**src/hdl/sc_regs.svh**
```systemverilog
`ifndef SC_REGS_SVH
`define SC_REGS_SVH

// Block dimensions
`define SC_NSHF 4
`define SC_NTMR 4
`define SC_NPIN 8
`define SC_DATA_W 32
`define SC_TRG_W 20
`define SC_BUF_DEPTH 2

// Shifter mode codes
`define SHF_MODE_OFF 2'h0
`define SHF_MODE_RX 2'h1
`define SHF_MODE_TX 2'h2

// Timer operating mode codes
`define TMR_MODE_OFF 2'h0
`define TMR_MODE_BAUD 2'h1
`define TMR_MODE_PWM 2'h2
`define TMR_MODE_16 2'h3

// Timer decrement source codes
`define TMR_DEC_CLK 2'h0
`define TMR_DEC_TRIG 2'h1
`define TMR_DEC_PIN 2'h2
`define TMR_DEC_PIN_RISE 2'h3

// Timer enable condition codes
`define TMR_EN_ALWAYS 2'h0
`define TMR_EN_TRIG_HIGH 2'h1
`define TMR_EN_PREV 2'h2
`define TMR_EN_TRIG_RISE 2'h3

// Start and stop setting fields: bit 1 enables, bit 0 is the bit value
`define BIT_SET_EN 1
`define BIT_SET_VAL 0

// Trigger vector layout
`define TRG_TMR_BASE 0
`define TRG_PIN_BASE 4
`define TRG_FLAG_BASE 12
`define TRG_EXT_BASE 16

// Byte fields of the timer counter
`define CNT_LO 7:0
`define CNT_HI 15:8

`endif

```
**src/hdl/sc_pkg.sv**
```systemverilog
`include "sc_regs.svh"

package sc_pkg;

	// One timer's state
	typedef struct packed {
		logic [15:0] cnt;
		logic out;
		logic en;
		logic trig_q;
		logic pin_q;
		logic flag;
	} timer_t;

	// One shifter's state
	typedef struct packed {
		logic [`SC_DATA_W-1:0] sreg;
		logic out;
		logic [1:0] mode_q;
		logic first;
		logic ready;
		logic fault;
	} shifter_t;

	// Whole core state
	typedef struct packed {
		timer_t [`SC_NTMR-1:0] tmr;
		shifter_t [`SC_NSHF-1:0] shf;
		logic [`SC_NPIN-1:0] pin_q;
		logic [`SC_NTMR-1:0] ext_s1;
		logic [`SC_NTMR-1:0] ext_s2;
	} core_state_t;

	// Two-entry buffer state
	typedef struct packed {
		logic [`SC_BUF_DEPTH-1:0][`SC_DATA_W-1:0] mem;
		logic wptr;
		logic rptr;
		logic [1:0] cnt;
	} buf_state_t;

endpackage

```
**src/hdl/sc_pair_buffer.sv**
```systemverilog
`timescale 1ns/1ps
module sc_pair_buffer import sc_pkg::*; (
	input wire logic clk_i,
	input wire logic rst_n_i,
	input wire logic flush_i,
	input wire logic [`SC_DATA_W-1:0] in_data_i,
	input wire logic in_valid_i,
	output logic in_ready_o,
	output logic [`SC_DATA_W-1:0] out_data_o,
	output logic out_valid_o,
	input wire logic out_ready_i
);
	buf_state_t state_reg;
	buf_state_t state_next;
	logic push;
	logic pop;

	// Handshakes follow the fill level
	assign in_ready_o = (state_reg.cnt != 2'h2);
	assign out_valid_o = (state_reg.cnt != 2'h0);
	assign out_data_o = state_reg.mem[state_reg.rptr];
	assign push = in_valid_i & in_ready_o;
	assign pop = out_valid_o & out_ready_i;

	// Pointer and level update
	always_comb begin
		state_next = state_reg;
		if (push) begin
			state_next.mem[state_reg.wptr] = in_data_i;
			state_next.wptr = ~state_reg.wptr;
		end
		if (pop) begin
			state_next.rptr = ~state_reg.rptr;
		end
		if (push && !pop) begin
			state_next.cnt = state_reg.cnt + 2'h1;
		end else if (pop && !push) begin
			state_next.cnt = state_reg.cnt - 2'h1;
		end
	end

	// State register, flushed by either reset
	always_ff @(posedge clk_i) begin
		if (!rst_n_i || flush_i) begin
			state_reg <= '0;
		end else begin
			state_reg <= state_next;
		end
	end
endmodule // sc_pair_buffer

```
**src/hdl/sc_serial_core.sv**
```systemverilog
`timescale 1ns/1ps
module sc_serial_core import sc_pkg::*; (
	input wire logic clk_i,
	input wire logic rst_n_i,
	input wire logic soft_reset_request_i,
	input wire logic debug_hold_bit_i,
	input wire logic core_halted_i,
	input wire logic [`SC_NPIN-1:0] pin_i,
	output logic [`SC_NPIN-1:0] pin_o,
	output logic [`SC_NPIN-1:0] pin_oe_n_o,
	input wire logic [`SC_NTMR-1:0] ext_trigger_i,
	input wire logic [`SC_NSHF-1:0][1:0] shifter_mode_i,
	input wire logic [`SC_NSHF-1:0][2:0] shifter_pin_select_i,
	input wire logic [`SC_NSHF-1:0] shifter_input_source_i,
	input wire logic [`SC_NSHF-1:0][1:0] shifter_timer_select_i,
	input wire logic [`SC_NSHF-1:0][1:0] shifter_start_bit_setting_i,
	input wire logic [`SC_NSHF-1:0][1:0] shifter_stop_bit_setting_i,
	input wire logic [`SC_NSHF-1:0][`SC_DATA_W-1:0] tx_data_i,
	input wire logic [`SC_NSHF-1:0] tx_valid_i,
	output logic [`SC_NSHF-1:0] tx_ready_o,
	output logic [`SC_NSHF-1:0][`SC_DATA_W-1:0] rx_data_o,
	output logic [`SC_NSHF-1:0] rx_valid_o,
	input wire logic [`SC_NSHF-1:0] rx_ready_i,
	input wire logic [`SC_NTMR-1:0][1:0] timer_operating_mode_i,
	input wire logic [`SC_NTMR-1:0][1:0] timer_decrement_source_i,
	input wire logic [`SC_NTMR-1:0][1:0] timer_enable_mode_i,
	input wire logic [`SC_NTMR-1:0][4:0] timer_trigger_select_i,
	input wire logic [`SC_NTMR-1:0] timer_reset_on_trigger_i,
	input wire logic [`SC_NTMR-1:0][2:0] timer_pin_select_i,
	input wire logic [`SC_NTMR-1:0] timer_pin_drive_i,
	input wire logic [`SC_NTMR-1:0] timer_output_initial_state_i,
	input wire logic [`SC_NTMR-1:0] timer_start_bit_setting_i,
	input wire logic [`SC_NTMR-1:0] timer_stop_bit_setting_i,
	input wire logic [`SC_NTMR-1:0][15:0] timer_compare_i,
	input wire logic [`SC_NSHF-1:0] shifter_ready_clear_i,
	input wire logic [`SC_NSHF-1:0] shifter_fault_clear_i,
	input wire logic [`SC_NTMR-1:0] timer_event_clear_i,
	input wire logic [`SC_NSHF-1:0] shifter_ready_irq_enable_i,
	input wire logic [`SC_NSHF-1:0] shifter_fault_irq_enable_i,
	input wire logic [`SC_NTMR-1:0] timer_event_irq_enable_i,
	output logic [`SC_NSHF-1:0] shifter_ready_flag_o,
	output logic [`SC_NSHF-1:0] shifter_fault_flag_o,
	output logic [`SC_NTMR-1:0] timer_event_flag_o,
	output logic [`SC_NSHF-1:0] shifter_ready_irq_o,
	output logic [`SC_NSHF-1:0] shifter_fault_irq_o,
	output logic [`SC_NTMR-1:0] timer_event_irq_o,
	output logic [`SC_NSHF-1:0] dma_req_o,
	output logic [`SC_NTMR-1:0] timer_out_o
);
	core_state_t state_reg;
	core_state_t state_next;
	logic run;
	logic [`SC_TRG_W-1:0] trig_vec;
	logic [`SC_NTMR-1:0] cmp;
	logic [`SC_NTMR-1:0] rise;
	logic [`SC_NTMR-1:0] fall;
	logic [`SC_NSHF-1:0] shf_in;
	logic [`SC_NSHF-1:0] tx_pop;
	logic [`SC_NSHF-1:0] tx_avail;
	logic [`SC_NSHF-1:0][`SC_DATA_W-1:0] tx_word;
	logic [`SC_NSHF-1:0] rx_push;
	logic [`SC_NSHF-1:0] rx_space;

	////////////////////////////////////////////////////////////////////////
	// Shared signals

	// Core stops during debug halt unless held running
	assign run = debug_hold_bit_i | ~core_halted_i;

	// Trigger sources: timer outputs, pins, ready flags, synced triggers
	always_comb begin
		trig_vec = '0;
		for (int i = 0; i < `SC_NTMR; i++) begin
			trig_vec[`TRG_TMR_BASE + i] = state_reg.tmr[i].out;
			trig_vec[`TRG_FLAG_BASE + i] = state_reg.shf[i].ready;
			trig_vec[`TRG_EXT_BASE + i] = state_reg.ext_s2[i];
		end
		trig_vec[`TRG_PIN_BASE +: `SC_NPIN] = state_reg.pin_q;
	end

	////////////////////////////////////////////////////////////////////////
	// Per-shifter buffers and input routing

	generate
		for (genvar s = 0; s < `SC_NSHF; s++) begin : g_shf
			// Serial input from a pin or from the neighbouring shifter
			assign shf_in[s] = shifter_input_source_i[s] ?
				state_reg.shf[(s + 1) % `SC_NSHF].out : state_reg.pin_q[shifter_pin_select_i[s]];

			// Transmit buffer, filled by software, drained on load
			sc_pair_buffer u_tx_buf (
				.clk_i(clk_i),
				.rst_n_i(rst_n_i),
				.flush_i(soft_reset_request_i),
				.in_data_i(tx_data_i[s]),
				.in_valid_i(tx_valid_i[s]),
				.in_ready_o(tx_ready_o[s]),
				.out_data_o(tx_word[s]),
				.out_valid_o(tx_avail[s]),
				.out_ready_i(tx_pop[s])
			);

			// Receive buffer, filled on store, drained by software
			sc_pair_buffer u_rx_buf (
				.clk_i(clk_i),
				.rst_n_i(rst_n_i),
				.flush_i(soft_reset_request_i),
				.in_data_i(state_reg.shf[s].sreg),
				.in_valid_i(rx_push[s]),
				.in_ready_o(rx_space[s]),
				.out_data_o(rx_data_o[s]),
				.out_valid_o(rx_valid_o[s]),
				.out_ready_i(rx_ready_i[s])
			);
		end
	endgenerate

	////////////////////////////////////////////////////////////////////////
	// Next-state logic

	always_comb begin
		timer_t tm;
		shifter_t sh;
		logic trg;
		logic dpin;
		logic en;
		logic dec;
		logic set_rdy;
		logic set_flt;
		logic chk_st;
		logic chk_sp;
		logic [1:0] ts;
		tm = '0;
		sh = '0;
		trg = 1'b0;
		dpin = 1'b0;
		en = 1'b0;
		dec = 1'b0;
		set_rdy = 1'b0;
		set_flt = 1'b0;
		chk_st = 1'b0;
		chk_sp = 1'b0;
		ts = 2'h0;
		state_next = state_reg;
		cmp = '0;
		rise = '0;
		fall = '0;
		tx_pop = '0;
		rx_push = '0;
		state_next.pin_q = pin_i;
		state_next.ext_s1 = ext_trigger_i;
		state_next.ext_s2 = state_reg.ext_s1;

		// Timers
		for (int t = 0; t < `SC_NTMR; t++) begin
			tm = state_reg.tmr[t];
			trg = (timer_trigger_select_i[t] < 5'(`SC_TRG_W)) ? trig_vec[timer_trigger_select_i[t]] : 1'b0;
			dpin = state_reg.pin_q[timer_pin_select_i[t]];
			case (timer_enable_mode_i[t])
				`TMR_EN_ALWAYS: en = 1'b1;
				`TMR_EN_TRIG_HIGH: en = trg;
				`TMR_EN_PREV: en = state_reg.tmr[(t + `SC_NTMR - 1) % `SC_NTMR].en;
				default: en = tm.en | (trg & ~tm.trig_q);
			endcase
			en = en & (timer_operating_mode_i[t] != `TMR_MODE_OFF);
			case (timer_decrement_source_i[t])
				`TMR_DEC_CLK: dec = 1'b1;
				`TMR_DEC_TRIG: dec = trg ^ tm.trig_q;
				`TMR_DEC_PIN: dec = dpin ^ tm.pin_q;
				default: dec = dpin & ~tm.pin_q;
			endcase
			if (!en) begin
				tm.en = 1'b0;
				tm.out = 1'b0;
				tm.cnt = timer_compare_i[t];
			end else if (!tm.en) begin
				// Start: load compare, set initial output level
				tm.en = 1'b1;
				tm.cnt = timer_compare_i[t];
				if (timer_operating_mode_i[t] == `TMR_MODE_PWM) begin
					tm.out = 1'b1;
				end else begin
					tm.out = timer_output_initial_state_i[t];
				end
			end else if (timer_reset_on_trigger_i[t] && trg && !tm.trig_q) begin
				if (timer_operating_mode_i[t] == `TMR_MODE_BAUD) begin
					tm.cnt[`CNT_LO] = timer_compare_i[t][`CNT_LO];
				end else begin
					tm.cnt = timer_compare_i[t];
				end
			end else if (dec) begin
				case (timer_operating_mode_i[t])
					`TMR_MODE_BAUD: begin
						if (tm.cnt[`CNT_LO] == 8'h00) begin
							tm.out = ~tm.out;
							tm.cnt[`CNT_LO] = timer_compare_i[t][`CNT_LO];
							if (tm.cnt[`CNT_HI] == 8'h00) begin
								cmp[t] = 1'b1;
								tm.cnt[`CNT_HI] = timer_compare_i[t][`CNT_HI];
							end else begin
								tm.cnt[`CNT_HI] = tm.cnt[`CNT_HI] - 8'h01;
							end
						end else begin
							tm.cnt[`CNT_LO] = tm.cnt[`CNT_LO] - 8'h01;
						end
					end
					`TMR_MODE_PWM: begin
						if (tm.out) begin
							if (tm.cnt[`CNT_LO] == 8'h00) begin
								tm.out = 1'b0;
								tm.cnt[`CNT_LO] = timer_compare_i[t][`CNT_LO];
							end else begin
								tm.cnt[`CNT_LO] = tm.cnt[`CNT_LO] - 8'h01;
							end
						end else if (tm.cnt[`CNT_HI] == 8'h00) begin
							tm.out = 1'b1;
							tm.cnt[`CNT_HI] = timer_compare_i[t][`CNT_HI];
							cmp[t] = ~timer_decrement_source_i[t][1];
						end else begin
							tm.cnt[`CNT_HI] = tm.cnt[`CNT_HI] - 8'h01;
						end
					end
					default: begin
						if (tm.cnt == 16'h0000) begin
							tm.out = ~tm.out;
							tm.cnt = timer_compare_i[t];
							cmp[t] = 1'b1;
						end else begin
							tm.cnt = tm.cnt - 16'h0001;
						end
					end
				endcase
			end
			tm.trig_q = trg;
			tm.pin_q = dpin;
			// Event flag: set wins over clear
			tm.flag = (tm.flag & ~timer_event_clear_i[t]) | cmp[t];
			// Shift clock edges, not counted on the start cycle
			rise[t] = state_reg.tmr[t].en & tm.out & ~state_reg.tmr[t].out;
			fall[t] = state_reg.tmr[t].en & ~tm.out & state_reg.tmr[t].out;
			state_next.tmr[t] = tm;
		end

		// Shifters
		for (int s = 0; s < `SC_NSHF; s++) begin
			sh = state_reg.shf[s];
			ts = shifter_timer_select_i[s];
			set_rdy = 1'b0;
			set_flt = 1'b0;
			chk_st = shifter_start_bit_setting_i[s][`BIT_SET_EN] & timer_start_bit_setting_i[ts] &
				(timer_operating_mode_i[ts] != `TMR_MODE_PWM);
			chk_sp = shifter_stop_bit_setting_i[s][`BIT_SET_EN] & timer_stop_bit_setting_i[ts] &
				(timer_operating_mode_i[ts] != `TMR_MODE_PWM);
			if (shifter_mode_i[s] == `SHF_MODE_TX) begin
				if (sh.mode_q != `SHF_MODE_TX) begin
					set_rdy = 1'b1;
					sh.out = shifter_stop_bit_setting_i[s][`BIT_SET_EN] ?
						shifter_stop_bit_setting_i[s][`BIT_SET_VAL] : 1'b1;
				end else if (cmp[ts]) begin
					if (tx_avail[s]) begin
						tx_pop[s] = 1'b1;
						set_rdy = 1'b1;
						if (shifter_start_bit_setting_i[s][`BIT_SET_EN]) begin
							sh.out = shifter_start_bit_setting_i[s][`BIT_SET_VAL];
							sh.sreg = tx_word[s];
						end else begin
							sh.out = tx_word[s][0];
							sh.sreg = {shifter_stop_bit_setting_i[s][`BIT_SET_VAL], tx_word[s][`SC_DATA_W-1:1]};
						end
					end else begin
						set_flt = 1'b1;
					end
				end else if (fall[ts]) begin
					// Shift out; stop level fills in behind the data
					sh.out = sh.sreg[0];
					sh.sreg = {shifter_stop_bit_setting_i[s][`BIT_SET_VAL], sh.sreg[`SC_DATA_W-1:1]};
				end
			end else if (shifter_mode_i[s] == `SHF_MODE_RX) begin
				if (sh.mode_q != `SHF_MODE_RX) begin
					sh.first = chk_st;
				end else begin
					if (rise[ts]) begin
						if (sh.first) begin
							sh.first = 1'b0;
							set_flt = (shf_in[s] != shifter_start_bit_setting_i[s][`BIT_SET_VAL]);
						end else begin
							sh.sreg = {shf_in[s], sh.sreg[`SC_DATA_W-1:1]};
						end
					end
					if (cmp[ts]) begin
						if (chk_sp && shf_in[s] != shifter_stop_bit_setting_i[s][`BIT_SET_VAL]) begin
							set_flt = 1'b1;
						end
						if (rx_space[s]) begin
							rx_push[s] = 1'b1;
							set_rdy = 1'b1;
						end else begin
							set_flt = 1'b1;
						end
						sh.first = chk_st;
					end
				end
				sh.out = 1'b1;
			end else begin
				sh.out = 1'b1;
				sh.first = 1'b0;
			end
			sh.mode_q = shifter_mode_i[s];
			// Flags hold until cleared; a new event beats the clear
			sh.ready = (sh.ready & ~shifter_ready_clear_i[s]) | set_rdy;
			sh.fault = (sh.fault & ~shifter_fault_clear_i[s]) | set_flt;
			state_next.shf[s] = sh;
		end

		// Halted core freezes all core state and the shifters' buffer transfers
		if (!run) begin
			state_next = state_reg;
			tx_pop = '0;
			rx_push = '0;
		end
	end

	////////////////////////////////////////////////////////////////////////
	// State register

	// System reset and soft reset both return state to default
	always_ff @(posedge clk_i) begin
		if (!rst_n_i) begin
			state_reg <= '0;
		end else if (soft_reset_request_i) begin
			state_reg <= '0;
		end else begin
			state_reg <= state_next;
		end
	end

	////////////////////////////////////////////////////////////////////////
	// Outputs

	// Pin drivers: transmit shifters and driving timers, enable active low
	always_comb begin
		pin_o = '0;
		pin_oe_n_o = '1;
		for (int p = 0; p < `SC_NPIN; p++) begin
			for (int s = 0; s < `SC_NSHF; s++) begin
				if (state_reg.shf[s].mode_q == `SHF_MODE_TX && shifter_pin_select_i[s] == p[2:0]) begin
					pin_o[p] = pin_o[p] | state_reg.shf[s].out;
					pin_oe_n_o[p] = 1'b0;
				end
			end
			for (int t = 0; t < `SC_NTMR; t++) begin
				if (timer_pin_drive_i[t] && timer_pin_select_i[t] == p[2:0]) begin
					pin_o[p] = pin_o[p] | state_reg.tmr[t].out;
					pin_oe_n_o[p] = 1'b0;
				end
			end
		end
	end

	// Flags, interrupts and DMA
	always_comb begin
		for (int i = 0; i < `SC_NSHF; i++) begin
			shifter_ready_flag_o[i] = state_reg.shf[i].ready;
			shifter_fault_flag_o[i] = state_reg.shf[i].fault;
			shifter_ready_irq_o[i] = state_reg.shf[i].ready & shifter_ready_irq_enable_i[i];
			shifter_fault_irq_o[i] = state_reg.shf[i].fault & shifter_fault_irq_enable_i[i];
			dma_req_o[i] = state_reg.shf[i].ready;
		end
		for (int i = 0; i < `SC_NTMR; i++) begin
			timer_event_flag_o[i] = state_reg.tmr[i].flag;
			timer_event_irq_o[i] = state_reg.tmr[i].flag & timer_event_irq_enable_i[i];
			timer_out_o[i] = state_reg.tmr[i].out;
		end
	end
endmodule // sc_serial_core
```
**config.mk**
```make
export PLATFORM = sky130hd
export DESIGN_NAME = sc_serial_core
export DESIGN_NICKNAME = d
export VERILOG_FILES = /design/src/hdl/sc_pkg.sv /design/src/hdl/sc_pair_buffer.sv /design/src/hdl/sc_serial_core.sv
export VERILOG_INCLUDE_DIRS = /design/src /design/src/hdl
export SDC_FILE = /design/constraint.sdc
export NUM_CORES = 2
export LEC_CHECK = 0
export ABC_AREA = 1
export BUFFER_PORTS_ARGS = -buffer_cell sky130_fd_sc_hd__buf_4
export CAP_MARGIN = 40
export CELL_PAD_IN_SITES_DETAIL_PLACEMENT = 1
export CELL_PAD_IN_SITES_GLOBAL_PLACEMENT = 2
export CORE_MARGIN = 2
export CORE_UTILIZATION = 34
export CTS_CLUSTER_DIAMETER = 40
export CTS_CLUSTER_SIZE = 28
export DETAILED_ROUTE_END_ITERATION = 7
export GPL_TIMING_DRIVEN = 0
export PLACE_DENSITY = 0.85
export SYNTH_ARGS = -nofsm -noshare
export SYNTH_HDL_FRONTEND = slang
export SYNTH_SLANG_ARGS = --single-unit
```
**constraint.sdc**
```tcl
create_clock -name clk_i -period 7.77 [get_ports clk_i]
set_clock_uncertainty 0.15 [all_clocks]
set_input_delay 0.3885 -clock clk_i [delete_from_list [all_inputs] [get_ports clk_i]]
set_output_delay 0.3885 -clock clk_i [all_outputs]
set_load 0.01 [all_outputs]
```
* Yosys cells after proc, flatten, opt, wreduce, memory -nomap -nowiden
Cells that the tools add are included.
** Word-level totals
- Bits of input ports :: 365
- Output and inout bits :: 184
- Word-level logic and storage cells :: 1295
- Register bits after elaboration :: 796
** Operators by class
- $add $sub $neg :: 28
- Equality and inequality tests :: 172
- Bitwise operators :: 219
- Reduce and logical (&&, ||, !) cells :: 199
- Muxes and demuxes :: 538
- $lt $le $gt $ge :: 44
** Operators with widths (count)
- $mux W32 :: 44
- $mux W33 :: 20
- $bwmux W64 :: 8
- $mux W1 :: 340
- $demux W32 S1 :: 8
- $mux W8 :: 24
- $mux W17 :: 8
- $pmux W17 S2 :: 4
- $mux W16 :: 8
- $logic_and A1 B1 Y1 :: 100
- $eq A3 B3 Y1 const B :: 32
- $and A1 B1 Y1 :: 84
- $or A1 B1 Y1 :: 73
- $mux W18 :: 4
- $logic_not A16 Y1 :: 4
- $logic_not A8 Y1 :: 8
- $sub A16 B1 Y16 const B :: 4
- $sub A8 B1 Y8 const B :: 8
- $reduce_bool A2 Y1 :: 28
- $not A1 Y1 :: 54
- $eq A3 B2 Y1 const B :: 16
- $ne A2 B2 Y1 const B :: 24
- $bmux W1 S2 :: 20
- $eq A2 B2 Y1 const B :: 20
- 35 further kinds :: 257

* Logic depth before layout (Yosys ltp)
- Word-level depth :: 21
- Depth in mapped cells :: 29
- Depth with buffers taken out :: 28

* Cells and area by module
From an unflattened synthesis, not the netlist that was laid out.
** Unflattened totals
- Cell total of the unflattened synthesis :: 8165
- Area total of the unflattened synthesis :: 48751.8 um^2
** Modules (own cells, without submodules)
- sc_pair_buffer :: cells each 510, area each 3160.5 um^2, instances 8
- sc_serial_core :: cells each 4085, area each 23467.5 um^2, instances 1

* Worst setup path before layout
OpenSTA, ideal clock, no wires.
- Kind :: input to register
- From :: input timer_trigger_select_i[15] (netlist bit)
- To :: register g_shf[1].u_rx_buf.state_reg[1] (netlist bit)
- Setup slack :: 3.936 ns
- Data required time :: 7.498 ns
- Buffers on the path :: 1
- Library setup time :: 0.122 ns
- Arrival :: 3.562 ns
- Cell stages on the path :: 26
- Cells stage by stage :: buf_2 nand2_1 nand3_1 nand2_1 nor2_1 nand2_1 nand3_1 nand2_1 ha_1 or2_2 nand3_1 clkinv_1 a21oi_1 nand3_1 o21ai_0 nand2_1 nand2_1 nand2_4 clkinv_2 nand4_2 inv_1 ha_1 a21oi_1 o21ai_0 o21ai_0 a21oi_1
** Between the ends
- Longest elaborated chain between the ends :: 20
- Elaborated cells between the ends (all ways) :: 29
- Classes of those cells :: order compare: 1; mux: 17; bitwise: 5; reduce/logical: 6
** Ends and longest elaborated chain
- start, declared :: RTL line sc_serial_core.sv:27 : input wire logic [`SC_NTMR-1:0][4:0] timer_trigger_select_i,
- $bmux W1 S5 :: RTL line sc_serial_core.sv:157 : trg = (timer_trigger_select_i[t] < 5'(`SC_TRG_W)) ? trig_vec[timer_trigger_select_i[t]] : 1'b0;
- $mux W1 (implied by the code) :: RTL line sc_serial_core.sv:157
- $mux W1 * :: RTL line sc_serial_core.sv:157
- $xor A1 B1 Y1 :: RTL line sc_serial_core.sv:168 : `TMR_DEC_TRIG: dec = trg ^ tm.trig_q;
- $pmux W1 S3 :: RTL line sc_serial_core.sv:166 : case (timer_decrement_source_i[t])
- $mux W1 :: RTL line sc_serial_core.sv:191 : end else if (dec) begin
- $mux W1 :: RTL line sc_serial_core.sv:185 : end else if (timer_reset_on_trigger_i[t] && trg && !tm.trig_q) begin
- $mux W1 :: RTL line sc_serial_core.sv:176 : end else if (!tm.en) begin
- [5 not listed]
- $mux W1 * :: RTL line sc_serial_core.sv:278 : end else if (shifter_mode_i[s] == `SHF_MODE_RX) begin
- $mux W1 * :: RTL line sc_serial_core.sv:254 : if (shifter_mode_i[s] == `SHF_MODE_TX) begin
- $mux W4 * :: RTL line sc_serial_core.sv:316 : if (!run) begin
- $and A1 B1 Y1 * :: RTL line sc_pair_buffer.sv:22 : assign push = in_valid_i & in_ready_o;
- via g_shf[1].u_rx_buf.push :: RTL line sc_pair_buffer.sv:15 : logic push;
- $logic_not A1 Y1 :: RTL line sc_pair_buffer.sv:37 : end else if (pop && !push) begin
- $logic_and A1 B1 Y1 :: RTL line sc_pair_buffer.sv:37
- $reduce_bool A2 Y1 (no source line)
- end signal, assigned :: RTL line sc_pair_buffer.sv:47 : state_reg <= state_next;
- end, declared :: RTL line sc_pair_buffer.sv:13 : buf_state_t state_reg;
The timed path passes the listed nets; every way through them passes the cells marked *. The select of a mux whose other input is x is not followed.
A chain may end at the register's enable or synchronous reset.

* Worst setup path after layout
- From :: register state_reg, in the netlist dma_req_o[2]
- To :: register g_shf[1].u_tx_buf.state_reg[1] (netlist bit)
** Between the ends
- Longest elaborated chain between the ends :: 19
- Elaborated cells between the ends (all ways) :: 72
- Classes of those cells :: mux: 43; bitwise: 17; reduce/logical: 12
** Ends and longest elaborated chain
- start, declared :: RTL line sc_serial_core.sv:50 : core_state_t state_reg;
- start signal, assigned :: RTL line sc_serial_core.sv:333 : state_reg <= state_next;
- $bmux W1 S5 :: RTL line sc_serial_core.sv:157
- $mux W1 (implied by the code) :: RTL line sc_serial_core.sv:157
- $mux W1 :: RTL line sc_serial_core.sv:157
- $xor A1 B1 Y1 :: RTL line sc_serial_core.sv:168
- $pmux W1 S3 :: RTL line sc_serial_core.sv:166
- $mux W1 :: RTL line sc_serial_core.sv:191
- $mux W1 :: RTL line sc_serial_core.sv:185
- $mux W1 :: RTL line sc_serial_core.sv:176
- [3 not listed]
- $mux W1 * :: RTL line sc_serial_core.sv:259 : end else if (cmp[ts]) begin
- $mux W1 * :: RTL line sc_serial_core.sv:255 : if (sh.mode_q != `SHF_MODE_TX) begin
- $mux W1 * :: RTL line sc_serial_core.sv:254
- $mux W4 * :: RTL line sc_serial_core.sv:316
- $and A1 B1 Y1 * :: RTL line sc_pair_buffer.sv:23 : assign pop = out_valid_o & out_ready_i;
- $logic_not A1 Y1 :: RTL line sc_pair_buffer.sv:35 : if (push && !pop) begin
- $logic_and A1 B1 Y1 :: RTL line sc_pair_buffer.sv:35
- $mux W2 or $reduce_bool A2 Y1 (tied branches)
- end signal, assigned :: RTL line sc_pair_buffer.sv:47
- end, declared :: RTL line sc_pair_buffer.sv:13
Mark *: on every way between the ends. The rest lies on a longest branch, timed or not. The select of a mux whose other input is x is not followed.

==> results.md <==
- The flow ran to the end, and the final reports show no timing, DRC or antenna violations.
- The worst slew slack as a fraction of its limit is 33.3%.
- The core area is around 130,000 um2.
- Routability-driven placement finished with a final weighted congestion of 0.928.
- Detailed placement finished with a half-perimeter wire length of 168,000 um.
- Setup violations remaining at the end of the flow were counted as 0.
- Setup total negative slack on the finished layout was measured at 0 ns.
- The worst path uses 71.6% of the clock period.
- The final setup slack of the worst path is approximately 2.2 ns.
- In this run the most critical hold path is launched from timer_trigger_select_i[18].
- After synthesis, the share of flip-flops with an asynchronous set or reset is 0%.
- Summing all flip-flop and latch instances after layout gives between 15,000 and 20,000 um2.
- The final antenna-violating net count is 0.
- The startpoint of the worst register-to-register path is dma_req_o[2].
- The number of buffers created by CTS is approximately 160.
- The share of final-layout standard cells stronger than drive strength 1 is 13.5%.
- The vias after detailed routing is between 50,000 and 60,000.
- The critical path capture point type is a flip-flop.
- The flip-flop cell with the highest count after synthesis is dfxtp_1.
- The post-synthesis instance total is about 7,200.
- The kind of path behind the tightest hold check is in -> reg.
- The peak clock frequency supported by timing is 0.180 GHz.
- Measured on the finished design, the core utilization comes to 45.5%.
- The total count of max-transition violations in the final report is 0.
- The clock net sink count is between 700 and 800.
- The net count of the mapped netlist is approximately 7,600.
- By startpoint and endpoint, the worst setup path is classified as reg -> reg.
- The die outline area is between 100,000 and 150,000 um2.
- ~550 I/O pins were placed.
- The kind of start point of the critical path is a flip-flop.
- Yosys printed 0 warnings.
- The routed wire length per instance is approximately 22 um.
- The area used by multi-input combinational logic is 24,200 um2.
- The cell area after synthesis is ~45,000 um2.
- Clock latency on the worst-skew pair, taken at its later pin, is roughly 0.79 ns.
- The final instance count without filler cells is between 10,000 and 15,000.
- The initial standard-cell utilization of the core is roughly a third.
- The arrival time of data at the critical path endpoint is roughly 6.1 ns.
- Port buffering added 539 buffers.
- Setup repair after global routing left no endpoint under its margin.
- Clock-pin slew was measured on the worst setup and hold paths at about 0.05 ns.
- The cell sitting at the root of the clock tree is a clkbuf_16.
- The overall overflow remaining after global route is 0.
- The total track usage is a little under a third.
- The final wirelength is ~220,000 um.
- The DRC marker count from the first detailed-route iteration is around 3,600.
- The number of buffers on the longest clock path is 3.
- Row generation in the floorplan step produced ~130 rows.
- The worst-case IR drop observed on VDD is 202 uV.
- The number of antenna violations at the first check in global routing was 36.
- In this run, synthesis inferred 0 flip-flops with an integrated enable.
- The number of H-tree branching levels is 4.
- The first detailed-routing pass took 5 iterations.
- The minimum period implied by the final worst setup slack is 5.57 ns.
- The number of maximum-capacitance violations is 0.
- In the routed design, unresolved DRC markers number 0.
- The number of different library cells used by synthesis comes to 60.
- The total of cells resized after clock tree synthesis is 0.
- In this run the static leakage power is 0.0265 uW.
- The first global-routing pass estimated 329,000 um of wire.
- After filler insertion, the fill cell instance count of the layout stands at 17,309.
- For the pin with the worst max-slew slack, the measured transition is between 0.9 and 1 ns.
- For this run, the post-layout net count is 8,587.
- The most frequent standard cell in the layout excluding fill and tap cells is nand2_1.
- The minimum setup slack after placement is 2.29 ns.
- For this design the ratio of total power to cell area is 220 nW/um2.
- The total placed cells including tap cells is 9,522.
- Entering global routing, the biggest net connects 17 pins.
- The mean number of vias per cell is 5.23.
- In this run the worst setup path begins at dma_req_o[2].
- The die is ~370 um tall.
- The number of hold violations in the final report is 0.
- The via count of the first global-routing pass is ~53,000.
- Relative to the synthesized area, the layout overhead comes to 33.1%.
- The proportion of synthesized chip area in sequential cells is about 36%.
- In the layout the commonest cells are nand2_1 (1,884), nor2_1 (968), dfxtp_1 (796).
- After synthesis, the mean cell area works out to between 6 and 7 um2.
- The maximum fanout encountered on the critical timing path is 10.
- Data on the critical path is required at its endpoint by 8.29 ns.
- TritonCTS built the clock tree.
- In this run the horizontal extent of the chip is roughly 370 um.
- In this run, synthesis produced a sequential element count of approximately 800.
## routing by layer
metal  track usage [%]  share of wire, %  vias to the layer above
met5                 0             0.052                        -
met4              13.2               4.3                       18
met3              5.03               6.1                      405
met2              52.0                46                     1495
met1              40.8                44                    25421
li1                  -                 -                    25394
## repair_timing
item                                    in CTS  in global routing
setup buffers                                0                  0
hold endpoints to repair                   374                  0
endpoints found under the setup margin       0                  0
hold buffers                               248                  0
## cells in the mapped netlist (all sizes together), types with 5 or more instances
library cell / n / area share (%)
a2111oi: 5 / 0.098
a211oi: 49 / 0.82
a21oi: 573 / 6.4
a221oi: 11 / 0.21
a22oi: 12 / 0.20
a31oi: 30 / 0.42
buf: 157 / 2.2
clkbuf: 293 / 2.5
clkinv: 27 / 0.23
dfxtp: 796 / 36
ha: 48 / 1.3
inv: 668 / 5.6
mux2i: 7 / 0.16
nand2: 1900 / 16
nand3: 402 / 4.5
nand4: 24 / 0.41
nor2: 1021 / 8.9
nor3: 42 / 0.48
nor4: 9 / 0.13
o2111ai: 19 / 0.37
o211ai: 36 / 0.60
o21ai: 898 / 10
o221ai: 25 / 0.49
o22ai: 35 / 0.49
or2: 15 / 0.21
xnor2: 6 / 0.12
xor2: 47 / 0.92
## cells by family (layout without fill, tap and decap cells)
group,count (synthesis),count (layout),synth area share [%]
mux,7,7,0.156
compound gates,1723,1723,20.7
buf+inv,1145,2265,10.5
flops,796,796,35.5
other cells,0,21,0
xor+xnor,53,53,1.04
fa+ha+maj,48,48,1.34
simple gates,3417,3417,30.8
## metrics by stage
stage	area, um2	total power [uW]	hold slack [ns]
after CTS	59600	13200	0.000869
after global placement	51100	5900	0.287
final	59700	13100	0.0496
after global routing	59700	13600	0.0571
after floorplan	44800	5220	0.274
after detailed placement	51600	5950	0.295
## worst max-delay path: stages, from the launching register on
cell and delay, ns:
dfxtp_1 0.70, inv_1 0.28, nand2_1 0.12, nand3_1 0.07
nand2_1 0.07, nand2_1 0.05, nand2_1 0.06, nand3_1 0.09
nand2_1 0.12, ha_1 0.24, or2_2 0.27, nand3_1 0.31
clkinv_1 0.44, a21oi_1 0.24, nand3_1 0.29, o21ai_0 0.27
nand2_1 0.12, nand2_1 0.16, nand2_4 0.11, clkinv_2 0.12
nand4_1 0.24, ha_1 0.44, a21oi_1 0.13, o21ai_0 0.13
o21ai_0 0.19, a21oi_1 0.06
## final cells by class
type / instances / area share (%)
Inverter: 695 / 4.39
Clock buffer: 181 / 6.96
Antenna cell: 21 / 0.0880
Clock inverter: 113 / 2.33
Sequential cell: 796 / 26.7
Tap cell: 1755 / 3.68
Buffer: 450 / 3.48
Multi-Input combinational cell: 5248 / 40.6
Timing Repair Buffer: 826 / 11.8
## worst paths after layout
path | slack (ns) | depth (start not counted) | endpoint
setup / recovery | 2.20 | 25 | g_shf[1].u_tx_buf.state_reg[1]
hold / removal | 0.05 | 7 | state_reg[233]
setup reg to reg | 2.20 | 25 | g_shf[1].u_tx_buf.state_reg[1]
hold reg to reg | 0.30 | 2 | g_shf[2].u_tx_buf.state_reg[39]
## where the power goes
| part | switching [uW] | internal [uW] |
|---|---|---|
| Sequential | 64.4 | 4160 |
| Clock | 2640 | 4460 |
| Combinational | 1170 | 615 |
| Total | 3880 | 9240 |
No activity file was read; power rests on OpenSTA's default activity.
